<file path="src/design/serial_port_regs.vh">
// Register offsets, field positions, reset values and timing counts of the serial port control block.
// Assumes a 32-bit APB slave at 100 MHz; byte offsets are word aligned.
`ifndef SERIAL_PORT_REGS_VH
`define SERIAL_PORT_REGS_VH

`define OFF_CONTROL_COMMAND 8'h00
`define OFF_MODE_CONFIG 8'h04
`define OFF_IRQ_ENABLE_SET 8'h08
`define OFF_IRQ_DISABLE_SET 8'h0C
`define OFF_IRQ_MASK_VIEW 8'h10
`define OFF_CHANNEL_STATUS 8'h14
`define OFF_RX_HOLDING 8'h18
`define OFF_TX_HOLDING 8'h1C
`define OFF_BAUD_DIVIDER 8'h20
`define OFF_RX_TIMEOUT_CONFIG 8'h24
`define OFF_TX_TIMEGUARD 8'h28
`define OFF_ERROR_COUNT 8'h44
`define OFF_WRITE_PROTECT_CONFIG 8'hE4
`define OFF_WRITE_PROTECT_STATUS 8'hE8

// Control command bits
`define CMD_RX_RESET 2
`define CMD_TX_RESET 3
`define CMD_RX_EN 4
`define CMD_RX_DIS 5
`define CMD_TX_EN 6
`define CMD_TX_DIS 7
`define CMD_CLR_STATUS 8
`define CMD_START_BREAK 9
`define CMD_STOP_BREAK 10
`define CMD_TIMEOUT_ARM 11
`define CMD_SEND_ADDR 12
`define CMD_TIMEOUT_RESTART 15
`define CMD_RTS_SET 18
`define CMD_RTS_CLEAR 19

// Mode fields
`define MODE_OP_LSB 0
`define MODE_OP_MSB 3
`define MODE_PAR_LSB 9
`define MODE_PAR_MSB 11
`define MODE_CHM_LSB 14
`define MODE_CHM_MSB 15
`define OP_NORMAL 4'h0
`define OP_HANDSHAKE 4'h2
`define OP_SPI_MASTER 4'hE
`define OP_SPI_SLAVE 4'hF
`define PAR_MULTIDROP 3'h6
`define CHM_NORMAL 2'h0
`define CHM_ECHO 2'h1
`define CHM_LOCAL 2'h2
`define CHM_REMOTE 2'h3

// Status bits
`define ST_RX_READY 0
`define ST_TX_READY 1
`define ST_BREAK_RX 2
`define ST_OVERRUN 5
`define ST_FRAMING 6
`define ST_PARITY 7
`define ST_TIMEOUT 8
`define ST_TX_EMPTY 9

// Protection
`define WP_KEY 24'h555341
`define WP_SRC_LSB 8
`define WP_CFG_RESET 32'h00000000

// Timing, in bit periods
`define BREAK_MIN_BITS 16'd10
`define BREAK_HIGH_BITS 16'd12
`define CHAR_BITS 4'd10

`endif

</file>
<file path="src/design/serial_port_control.v">
// Control, status, test-mode and write-protection logic of a serial port, with an APB slave.
// Assumes a one-cycle baud tick (bit_tick) and simple character strobes from the shift engines outside.
//
// Added by the designer: the APB slave port.
`timescale 1ns/100ps
`include "serial_port_regs.vh"

module serial_port_control (
  // APB
  input wire pclk,
  input wire presetn,
  input wire psel,
  input wire penable,
  input wire pwrite,
  input wire [7:0] paddr,
  input wire [31:0] pwdata,
  output reg [31:0] prdata,
  output reg pready,
  output reg pslverr,
  // Pins and engine taps
  input wire rxd_pin,
  input wire tx_engine_out,
  input wire bit_tick,
  input wire slave_select_line,
  input wire rx_char_done,
  input wire [8:0] rx_char_data,
  input wire rx_parity_err,
  input wire rx_frame_err,
  input wire rx_break_seen,
  input wire tx_shift_empty,
  input wire tx_char_taken,
  // Outputs
  output reg txd_pin,
  output reg receiver_in,
  output reg rts_pin,
  output reg rx_enabled,
  output reg tx_enabled,
  output reg rx_reset_pulse,
  output reg tx_reset_pulse,
  output reg break_active,
  output reg tx_char_valid,
  output reg [8:0] tx_char_data,
  output reg tx_addr_bit,
  output reg spi_rx_start
);

  reg [31:0] mode_r;
  reg [31:0] baud_r;
  reg [31:0] rto_r;
  reg [31:0] ttg_r;
  reg [31:0] imr_r;
  reg [8:0] rhr_r;
  reg rx_ready_r, overrun_r, parity_r, framing_r, brk_rx_r, timeout_r;
  reg wp_en_r, wp_viol_r;
  reg [7:0] wp_src_r;
  reg send_addr_r;
  reg [16:0] to_cnt_r;
  reg to_run_r, to_wait_r;
  reg brk_pend_r, brk_stop_r;
  reg [1:0] brk_state_r;
  reg [15:0] brk_cnt_r;

  localparam BRK_IDLE = 2'd0;
  localparam BRK_LOW = 2'd1;
  localparam BRK_HIGH = 2'd2;

  wire wr = psel & penable & pwrite;
  wire rd = psel & penable & ~pwrite;
  wire [3:0] op = mode_r[`MODE_OP_MSB:`MODE_OP_LSB];
  wire [1:0] chm = mode_r[`MODE_CHM_MSB:`MODE_CHM_LSB];
  wire spi = (op == `OP_SPI_MASTER) || (op == `OP_SPI_SLAVE);
  wire protected_hit = (paddr == `OFF_MODE_CONFIG) || (paddr == `OFF_BAUD_DIVIDER) ||
    (paddr == `OFF_RX_TIMEOUT_CONFIG) || (paddr == `OFF_TX_TIMEGUARD) ||
    (paddr == `OFF_WRITE_PROTECT_CONFIG);
  wire blocked = wr & wp_en_r & protected_hit;
  wire wok = wr & ~blocked;
  // Command bits are decoded straight off the write and never held
  wire [31:0] cmd = (wok && paddr == `OFF_CONTROL_COMMAND) ? pwdata : 32'h00000000;
  wire thr_wr = wok && paddr == `OFF_TX_HOLDING;
  wire rx_live = rx_enabled && chm != `CHM_REMOTE;
  wire rx_evt = rx_char_done & rx_live & (~(op == `OP_SPI_SLAVE) | ~slave_select_line);
  wire tx_idle = ~tx_char_valid & tx_shift_empty;
  // Command strobes, one per control bit
  wire receiver_reset_cmd = cmd[`CMD_RX_RESET];
  wire transmitter_reset_cmd = cmd[`CMD_TX_RESET];
  wire receiver_enable_cmd = cmd[`CMD_RX_EN];
  wire receiver_disable_cmd = cmd[`CMD_RX_DIS];
  wire transmitter_enable_cmd = cmd[`CMD_TX_EN];
  wire transmitter_disable_cmd = cmd[`CMD_TX_DIS];
  wire clear_status_cmd = cmd[`CMD_CLR_STATUS];
  wire start_break_cmd = cmd[`CMD_START_BREAK];
  wire stop_break_cmd = cmd[`CMD_STOP_BREAK];
  wire timeout_arm_cmd = cmd[`CMD_TIMEOUT_ARM];
  wire send_address_cmd = cmd[`CMD_SEND_ADDR];
  wire timeout_restart_cmd = cmd[`CMD_TIMEOUT_RESTART];
  wire rts_set_cmd = cmd[`CMD_RTS_SET];
  wire rts_clear_cmd = cmd[`CMD_RTS_CLEAR];
  // Status word; reserved bits read as zero
  wire [31:0] status_word = {
    22'h00000,
    tx_idle & tx_enabled,
    timeout_r,
    parity_r,
    framing_r,
    overrun_r,
    2'b00,
    brk_rx_r,
    ~tx_char_valid & tx_enabled,
    rx_ready_r
  };
  // Protection status: offending register in 15:8, flag in bit 0
  wire [31:0] wp_status_word = {
    16'h0000,
    wp_src_r,
    7'h00,
    wp_viol_r
  };

  // Zero-wait slave: pready rises at the first edge after reset and stays up,
  // so every access completes in its first access cycle
  always @(posedge pclk or negedge presetn) begin
    if (!presetn) begin
      pready <= 1'b0;
      pslverr <= 1'b0;
    end else begin
      pready <= 1'b1;
      pslverr <= 1'b0;
    end
  end

  always @(posedge pclk or negedge presetn) begin
    if (!presetn) begin
      mode_r <= 32'h00000000;
      baud_r <= 32'h00000000;
      rto_r <= 32'h00000000;
      ttg_r <= 32'h00000000;
      imr_r <= 32'h00000000;
      wp_en_r <= 1'b0;
    end else if (wok) begin
      case (paddr)
        `OFF_MODE_CONFIG: mode_r <= pwdata;
        `OFF_BAUD_DIVIDER: baud_r <= pwdata;
        `OFF_RX_TIMEOUT_CONFIG: rto_r <= pwdata;
        `OFF_TX_TIMEGUARD: ttg_r <= pwdata;
        `OFF_IRQ_ENABLE_SET: imr_r <= imr_r | pwdata;
        `OFF_IRQ_DISABLE_SET: imr_r <= imr_r & ~pwdata;
        `OFF_WRITE_PROTECT_CONFIG: begin
          // A wrong key leaves protection as it was
          if (pwdata[31:8] == `WP_KEY)
            wp_en_r <= pwdata[0];
        end
        default: ;
      endcase
    end
  end

  // Protection violation: setting wins over the read that clears
  always @(posedge pclk or negedge presetn) begin
    if (!presetn) begin
      wp_viol_r <= 1'b0;
      wp_src_r <= 8'h00;
    end else if (blocked) begin
      wp_viol_r <= 1'b1;
      wp_src_r <= paddr;
    end else if (rd && paddr == `OFF_WRITE_PROTECT_STATUS) begin
      wp_viol_r <= 1'b0;
    end
  end

  // Enables and resets
  always @(posedge pclk or negedge presetn) begin
    if (!presetn) begin
      rx_enabled <= 1'b0;
      tx_enabled <= 1'b0;
      rx_reset_pulse <= 1'b0;
      tx_reset_pulse <= 1'b0;
    end else begin
      rx_reset_pulse <= receiver_reset_cmd;
      tx_reset_pulse <= transmitter_reset_cmd;
      if (receiver_disable_cmd)
        rx_enabled <= 1'b0;
      else if (receiver_enable_cmd)
        rx_enabled <= 1'b1;
      if (transmitter_disable_cmd)
        tx_enabled <= 1'b0;
      else if (transmitter_enable_cmd)
        tx_enabled <= 1'b1;
    end
  end

  // Receive holding and status; a new event wins over a holding read or status clear in the same cycle, but a receiver reset wins over it
  always @(posedge pclk or negedge presetn) begin
    if (!presetn) begin
      rhr_r <= 9'h000;
      rx_ready_r <= 1'b0;
      overrun_r <= 1'b0;
      parity_r <= 1'b0;
      framing_r <= 1'b0;
      brk_rx_r <= 1'b0;
    end else begin
      if (rd && paddr == `OFF_RX_HOLDING)
        rx_ready_r <= 1'b0;
      if (clear_status_cmd) begin
        overrun_r <= 1'b0;
        parity_r <= 1'b0;
        framing_r <= 1'b0;
        brk_rx_r <= 1'b0;
      end
      if (receiver_reset_cmd)
        rx_ready_r <= 1'b0;
      else if (rx_evt) begin
        rhr_r <= rx_char_data;
        rx_ready_r <= 1'b1;
        if (rx_ready_r)
          overrun_r <= 1'b1;
        if (rx_parity_err)
          parity_r <= 1'b1;
        if (rx_frame_err)
          framing_r <= 1'b1;
      end
      if (rx_live && rx_break_seen)
        brk_rx_r <= 1'b1;
    end
  end

  // Receiver timeout, counted in bit periods
  always @(posedge pclk or negedge presetn) begin
    if (!presetn) begin
      to_cnt_r <= 17'h00000;
      to_run_r <= 1'b0;
      to_wait_r <= 1'b0;
      timeout_r <= 1'b0;
    end else begin
      if (timeout_arm_cmd) begin
        timeout_r <= 1'b0;
        to_run_r <= 1'b0;
        to_wait_r <= 1'b1;
      end else if (timeout_restart_cmd) begin
        to_run_r <= 1'b1;
        to_cnt_r <= rto_r[16:0];
      end else if (rx_evt) begin
        to_wait_r <= 1'b0;
        to_run_r <= 1'b1;
        to_cnt_r <= rto_r[16:0];
      end else if (to_run_r && bit_tick && !spi && rto_r[16:0] != 17'h00000) begin
        // The baud clock stops between SPI transfers, so the count never elapses there
        if (to_cnt_r <= 17'h00001) begin
          timeout_r <= 1'b1;
          to_run_r <= 1'b0;
        end else
          to_cnt_r <= to_cnt_r - 17'h00001;
      end
      if (spi)
        timeout_r <= 1'b0;
    end
  end

  // Transmit holding, address flag, break sequencing
  always @(posedge pclk or negedge presetn) begin
    if (!presetn) begin
      tx_char_valid <= 1'b0;
      tx_char_data <= 9'h000;
      tx_addr_bit <= 1'b0;
      send_addr_r <= 1'b0;
      brk_pend_r <= 1'b0;
      brk_stop_r <= 1'b0;
      brk_state_r <= BRK_IDLE;
      brk_cnt_r <= 16'h0000;
      break_active <= 1'b0;
    end else begin
      if (send_address_cmd && mode_r[`MODE_PAR_MSB:`MODE_PAR_LSB] == `PAR_MULTIDROP)
        send_addr_r <= 1'b1;
      if (transmitter_reset_cmd || !tx_enabled)
        tx_char_valid <= 1'b0;
      else if (thr_wr && !tx_char_valid) begin
        tx_char_valid <= 1'b1;
        tx_char_data <= pwdata[8:0];
        tx_addr_bit <= send_addr_r;
        send_addr_r <= 1'b0;
      end else if (tx_char_taken)
        tx_char_valid <= 1'b0;
      if (start_break_cmd && brk_state_r == BRK_IDLE)
        brk_pend_r <= 1'b1;
      if (stop_break_cmd && brk_state_r == BRK_LOW)
        brk_stop_r <= 1'b1;
      case (brk_state_r)
        BRK_IDLE: begin
          if (brk_pend_r && tx_idle) begin
            brk_state_r <= BRK_LOW;
            brk_pend_r <= 1'b0;
            brk_cnt_r <= 16'h0000;
            break_active <= 1'b1;
          end
        end
        BRK_LOW: begin
          if (bit_tick && brk_cnt_r < `BREAK_MIN_BITS)
            brk_cnt_r <= brk_cnt_r + 16'h0001;
          if (brk_stop_r && brk_cnt_r >= `BREAK_MIN_BITS) begin
            brk_state_r <= BRK_HIGH;
            brk_stop_r <= 1'b0;
            brk_cnt_r <= 16'h0000;
            break_active <= 1'b0;
          end
        end
        BRK_HIGH: begin
          if (bit_tick)
            brk_cnt_r <= brk_cnt_r + 16'h0001;
          if (brk_cnt_r >= `BREAK_HIGH_BITS)
            brk_state_r <= BRK_IDLE;
        end
        default: brk_state_r <= BRK_IDLE;
      endcase
      if (transmitter_reset_cmd) begin
        brk_state_r <= BRK_IDLE;
        brk_pend_r <= 1'b0;
        brk_stop_r <= 1'b0;
        break_active <= 1'b0;
      end
    end
  end

  // Channel routing and request-to-send
  always @(posedge pclk or negedge presetn) begin
    if (!presetn) begin
      txd_pin <= 1'b1;
      receiver_in <= 1'b1;
      rts_pin <= 1'b1;
      spi_rx_start <= 1'b0;
    end else begin
      spi_rx_start <= (op == `OP_SPI_SLAVE) & ~slave_select_line & rx_enabled;
      case (chm)
        `CHM_NORMAL: begin
          receiver_in <= rxd_pin;
          txd_pin <= break_active ? 1'b0 : tx_engine_out;
        end
        `CHM_ECHO: begin
          receiver_in <= rxd_pin;
          txd_pin <= rxd_pin;
        end
        `CHM_LOCAL: begin
          receiver_in <= tx_engine_out;
          txd_pin <= 1'b1;
        end
        `CHM_REMOTE: begin
          receiver_in <= 1'b1;
          txd_pin <= rxd_pin;
        end
        default: begin
          receiver_in <= 1'b1;
          txd_pin <= 1'b1;
        end
      endcase
      if (rts_set_cmd)
        rts_pin <= (op == `OP_HANDSHAKE) ? 1'b1 : 1'b0;
      else if (rts_clear_cmd)
        rts_pin <= (op == `OP_HANDSHAKE) ? 1'b0 : 1'b1;
    end
  end

  // Read data, registered in the setup cycle so it is valid in the access cycle
  always @(posedge pclk or negedge presetn) begin
    if (!presetn)
      prdata <= 32'h00000000;
    else if (psel && !penable && !pwrite) begin
      case (paddr)
        `OFF_MODE_CONFIG: prdata <= mode_r;
        `OFF_IRQ_MASK_VIEW: prdata <= imr_r;
        `OFF_CHANNEL_STATUS: prdata <= status_word;
        `OFF_RX_HOLDING: prdata <= {23'h00000, rhr_r};
        `OFF_BAUD_DIVIDER: prdata <= baud_r;
        `OFF_RX_TIMEOUT_CONFIG: prdata <= rto_r;
        `OFF_TX_TIMEGUARD: prdata <= ttg_r;
        // The key is write-only and reads as zero, so the register reads zero after reset
        `OFF_WRITE_PROTECT_CONFIG: prdata <= {24'h000000, 7'h00, wp_en_r};
        `OFF_WRITE_PROTECT_STATUS: prdata <= wp_status_word;
        default: prdata <= 32'h00000000;
      endcase
    end
  end

endmodule

</file>
<file path="config.mk">
export PLATFORM = sky130hd
export DESIGN_NAME = serial_port_control
export DESIGN_NICKNAME = d
export VERILOG_FILES = /design/src/design/serial_port_control.v
export VERILOG_INCLUDE_DIRS = /design/src /design/src/design
export SDC_FILE = /design/constraint.sdc
export NUM_CORES = 1
export LEC_CHECK = 0
export ABC_AREA = 1
export ABC_CLOCK_PERIOD_IN_PS = 4800
export BUFFER_PORTS_ARGS = -buffer_cell sky130_fd_sc_hd__buf_2
export CORE_MARGIN = 2
export CORE_UTILIZATION = 55
export DETAILED_ROUTE_END_ITERATION = 6
export PLACE_DENSITY_LB_ADDON = 0.1
export SETUP_SLACK_MARGIN = 0.1
export SYNTH_ARGS = -nofsm -noshare
export SYNTH_HDL_FRONTEND = slang
export SYNTH_SLANG_ARGS = --single-unit
</file>
<file path="constraint.sdc">
create_clock -name pclk -period 4.8 [get_ports pclk]
set_input_delay 1.44 -clock pclk [delete_from_list [all_inputs] [get_ports pclk]]
set_output_delay 1.44 -clock pclk [all_outputs]
set_load 0.1 [all_outputs]
</file>
==> impl_metrics.py <==
metrics = {
    "status": {
        "status": "complete, no violations",
    },
    "worst_setup_path": {
        "worst_setup_path_end_kind": "register",
        "required_ns": 5.20,
        "startpoint_type": "input pin",
        "arrival_ns": 4.19,
        "critPathMaxFanout": 21,
        "worstSetupPathType": "input pin to register",
        "worst-r2r-cell-count": 8,
    },
    "synthesis": {
        "syn_area_um2": 13300,
        "synth_edf_count": 0,
        "ys_ff_latch": 277,
        "synth_area_per_cell_um2": 8.07,
        "synth_top_area_share": 0.514,
        "yosys_warnings": 0,
        "syn_inst": 1651,
        "synthTopCellsByArea": "dfrtp_1 (51%), nand2_1 (16%), o21ai_0 (6.1%)",
        "synthDistinctLibCells": 48,
        "synthFlopType": "dfrtp_1",
        "async_flop_share": 1.00,
        "ys_seq_area_frac": 0.520,
        "yosys.area.top_type": "dfrtp_1",
        "synth_fp_nets": 1723,
    },
    "timing": {
        "setup_viol": 0,
        "post-route-period-util": 0.788,
        "worstMarginPinSlew_ns": 0.930,
        "hold-worst-slack_ns": 0.468,
        "finalCriticalPeriod_ns": 3.78,
        "rsz0062_at_grt": "no",
        "fin_worst_skew_ns": 0.0177,
        "fin_ws_ns": 1.02,
        "finalSetupTns_ns": 0,
        "slew_headroom": 0.380,
        "hold_violations": 0,
        "fmax_mhz": 264,
        "slew_viol_final": 0,
    },
    "placement": {
        "dp.cells": 2028,
        "placed_cell_area_um2": 14200,
        "hpwl_mm": 25.6,
        "port_buffers": 116,
        "pre_cts_ws_ns": 0.578,
        "gp_congestion": 0.886,
    },
    "cts": {
        "post_cts_resized": 0,
        "cts_buffers": 30,
        "hold_buffers": 0,
        "cts_tree": "yes",
        "cts_root_buf": "clkbuf_16",
        "clockBufferDepth": 3,
        "clk_pin_slew_ns": 0.06,
        "cts_setup_buffers": 0,
        "htree_levels": 1,
        "insertion_delay_ns": 0.56,
        "clock-sinks": 277,
    },
    "global_routing": {
        "grt_pass1_wl_mm": 62.0,
        "grt_max_degree": 103,
        "grt_overflow": 0,
        "antenna_found_initial": 1,
        "grt.total_usage": 0.305,
        "grt_pass1_vias": 11300,
    },
    "floorplanning": {
        "fp.dieH_um": 160,
        "start_util": 0.564,
        "std_cell_rows": 56,
        "die_width_um": 160,
        "io_pins": 118,
        "dieArea_um2": 25500,
        "core_area_um2": 23600,
    },
    "worst_hold_path": {
        "hold_depth": 2,
        "hold_path_class": "register to register",
    },
    "pwr": {
        "internal-power_mw": 4.28,
        "combPwrFrac": 0.174,
        "clkPwrFrac": 0.408,
        "p_total_mw": 6.07,
        "p_switching_mw": 1.79,
        "powerDensity_nw_per_um2": 398,
        "peakVddDrop_v": 0.000274,
        "p_leak_nw": 7.52,
        "power_switching_share": 0.295,
        "seqPwrFrac": 0.418,
    },
    "detailed_routing": {
        "post-route-drc-count": 0,
        "wl_mm": 38.3,
        "wl_met3_mm": 2.58,
        "dr_wl_met2_mm": 17.2,
        "avgViaCountPerCell": 5.64,
        "first_iter_violations": 1153,
        "wl_per_cell_um": 18.4,
        "ant_nets": 0,
        "met1_length_mm": 17.2,
        "num_vias": 11800,
        "drt_pass1_iterations": 5,
        "topRoutingLayerUsed": "met4",
    },
    "cells_and_area": {
        "drive_gt1_frac": 0.121,
        "fin_cells": 2084,
        "final_net_count": 1813,
        "final_area_um2": 15300,
        "syn2layout_area_growth_pct": 14.4,
        "postLayoutCoreUtil": 0.646,
    },
    "flow_run": {
        "cap_violations": 0,
    },
}
==> worst max-delay path, cell delays in order <==
cell	delay, ns
buf_2	0.13
inv_1	0.11
nand2_1	0.06
nor2_1	0.26
nand2_1	0.19
nand2_1	0.10
nor2_1	0.04
nand2_1	0.08
nand2_1	0.26
nand2_1	0.21
nor2_4	0.10
nand2_2	0.18
nand4_1	0.66
nand2_1	0.27
o21ai_1	0.09
==> cells in the mapped netlist (2+ instances only) <==
library cell	instances
nor2_2	4
nand3b_1	12
o211ai_1	3
o21ai_1	77
o221ai_1	2
a21oi_1	21
dfstp_2	3
inv_1	129
nand4_1	50
a221oi_1	26
clkinv_1	3
nand3_4	2
nand2_1	568
a22o_1	6
buf_2	19
conb_1	2
o21ai_2	2
buf_6	3
buf_1	4
nor3_1	12
nor4_1	14
a22oi_1	2
o22ai_1	5
nand3_2	2
nand2_2	2
o21ai_0	162
ha_1	8
dfrtp_1	274
nand3_1	70
inv_2	2
o2111ai_1	3
xnor2_1	8
nor2_1	69
xor2_1	17
buf_4	3
clkbuf_1	50
==> path summary, 6_finish.rpt <==
check | slack (ns) | end | startpoint
min | 0.47 | rts_pin | rts_pin
max reg2reg | 1.99 | brk_cnt_r[4] | brk_cnt_r[5]
min in group asynchronous | 0.92 | to_cnt_r[5] | presetn
max in group asynchronous | 2.94 | prdata[30] | presetn
min reg2reg | 0.47 | rts_pin | rts_pin
max | 1.02 | tx_char_data[2] | paddr[3]
==> kinds of logic after synthesis <==
| group | Yosys count | synth area share |
|---|---|---|
| xor+xnor | 25 | 0.0164 |
| fa+ha+maj | 8 | 0.00751 |
| simple gates | 810 | 0.258 |
| buf+inv | 213 | 0.0643 |
| other cells | 2 | 0.000563 |
| flops | 277 | 0.520 |
| compound gates | 316 | 0.133 |
==> power by group through the flow <==
stage / logic, mW / registers (mW) / clock network [mW]
final: 1.06 / 2.54 / 2.48
after global routing: 1.18 / 2.55 / 2.61
after CTS: 1.05 / 2.54 / 2.50
after detailed placement: 1.04 / 2.58 / 0
after global placement: 1.03 / 2.57 / 0
after floorplan: 0.692 / 2.61 / 0
==> cells in the final DEF (no fill, tap or decap), types with 5 or more instances in the layout <==
cell type,netlist,layout
buf_2,19,115
clkbuf_16,0,30
inv_1,129,129
a22o_1,6,6
nor4_1,14,14
dfrtp_1,274,274
o21ai_1,77,77
nor2_2,4,6
xnor2_1,8,8
clkinv_2,0,8
nand3_1,70,70
nand4_1,50,50
ha_1,8,8
a221oi_1,26,26
xor2_1,17,17
nor2_1,69,67
nor3_1,12,12
o22ai_1,5,5
bufinv_16,0,6
nand2_2,2,5
a21oi_1,21,21
nand3b_1,12,12
nand2_1,568,565
buf_4,3,17
o21ai_0,162,162
clkbuf_1,50,6
==> layout make-up <==
type / count / area (um^2)
diodes: 1 / 2.50
clock inverters: 15 / 236
multi-input cells: 1161 / 5550
fillers: 2054 / 8360
well taps: 319 / 399
inverters: 134 / 503
clock buffers: 40 / 828
flip-flops and latches: 277 / 6940
repair buffers: 137 / 798
==> per-layer routing <==
layer / global-route usage / vias up
li1: - / 5635
met1: 0.440 / 5614
met2: 0.474 / 443
met3: 0.0509 / 70
met4: 0.0955 / 0
met5: 0 / -
Note: power is estimated with default switching activity, not from simulation.
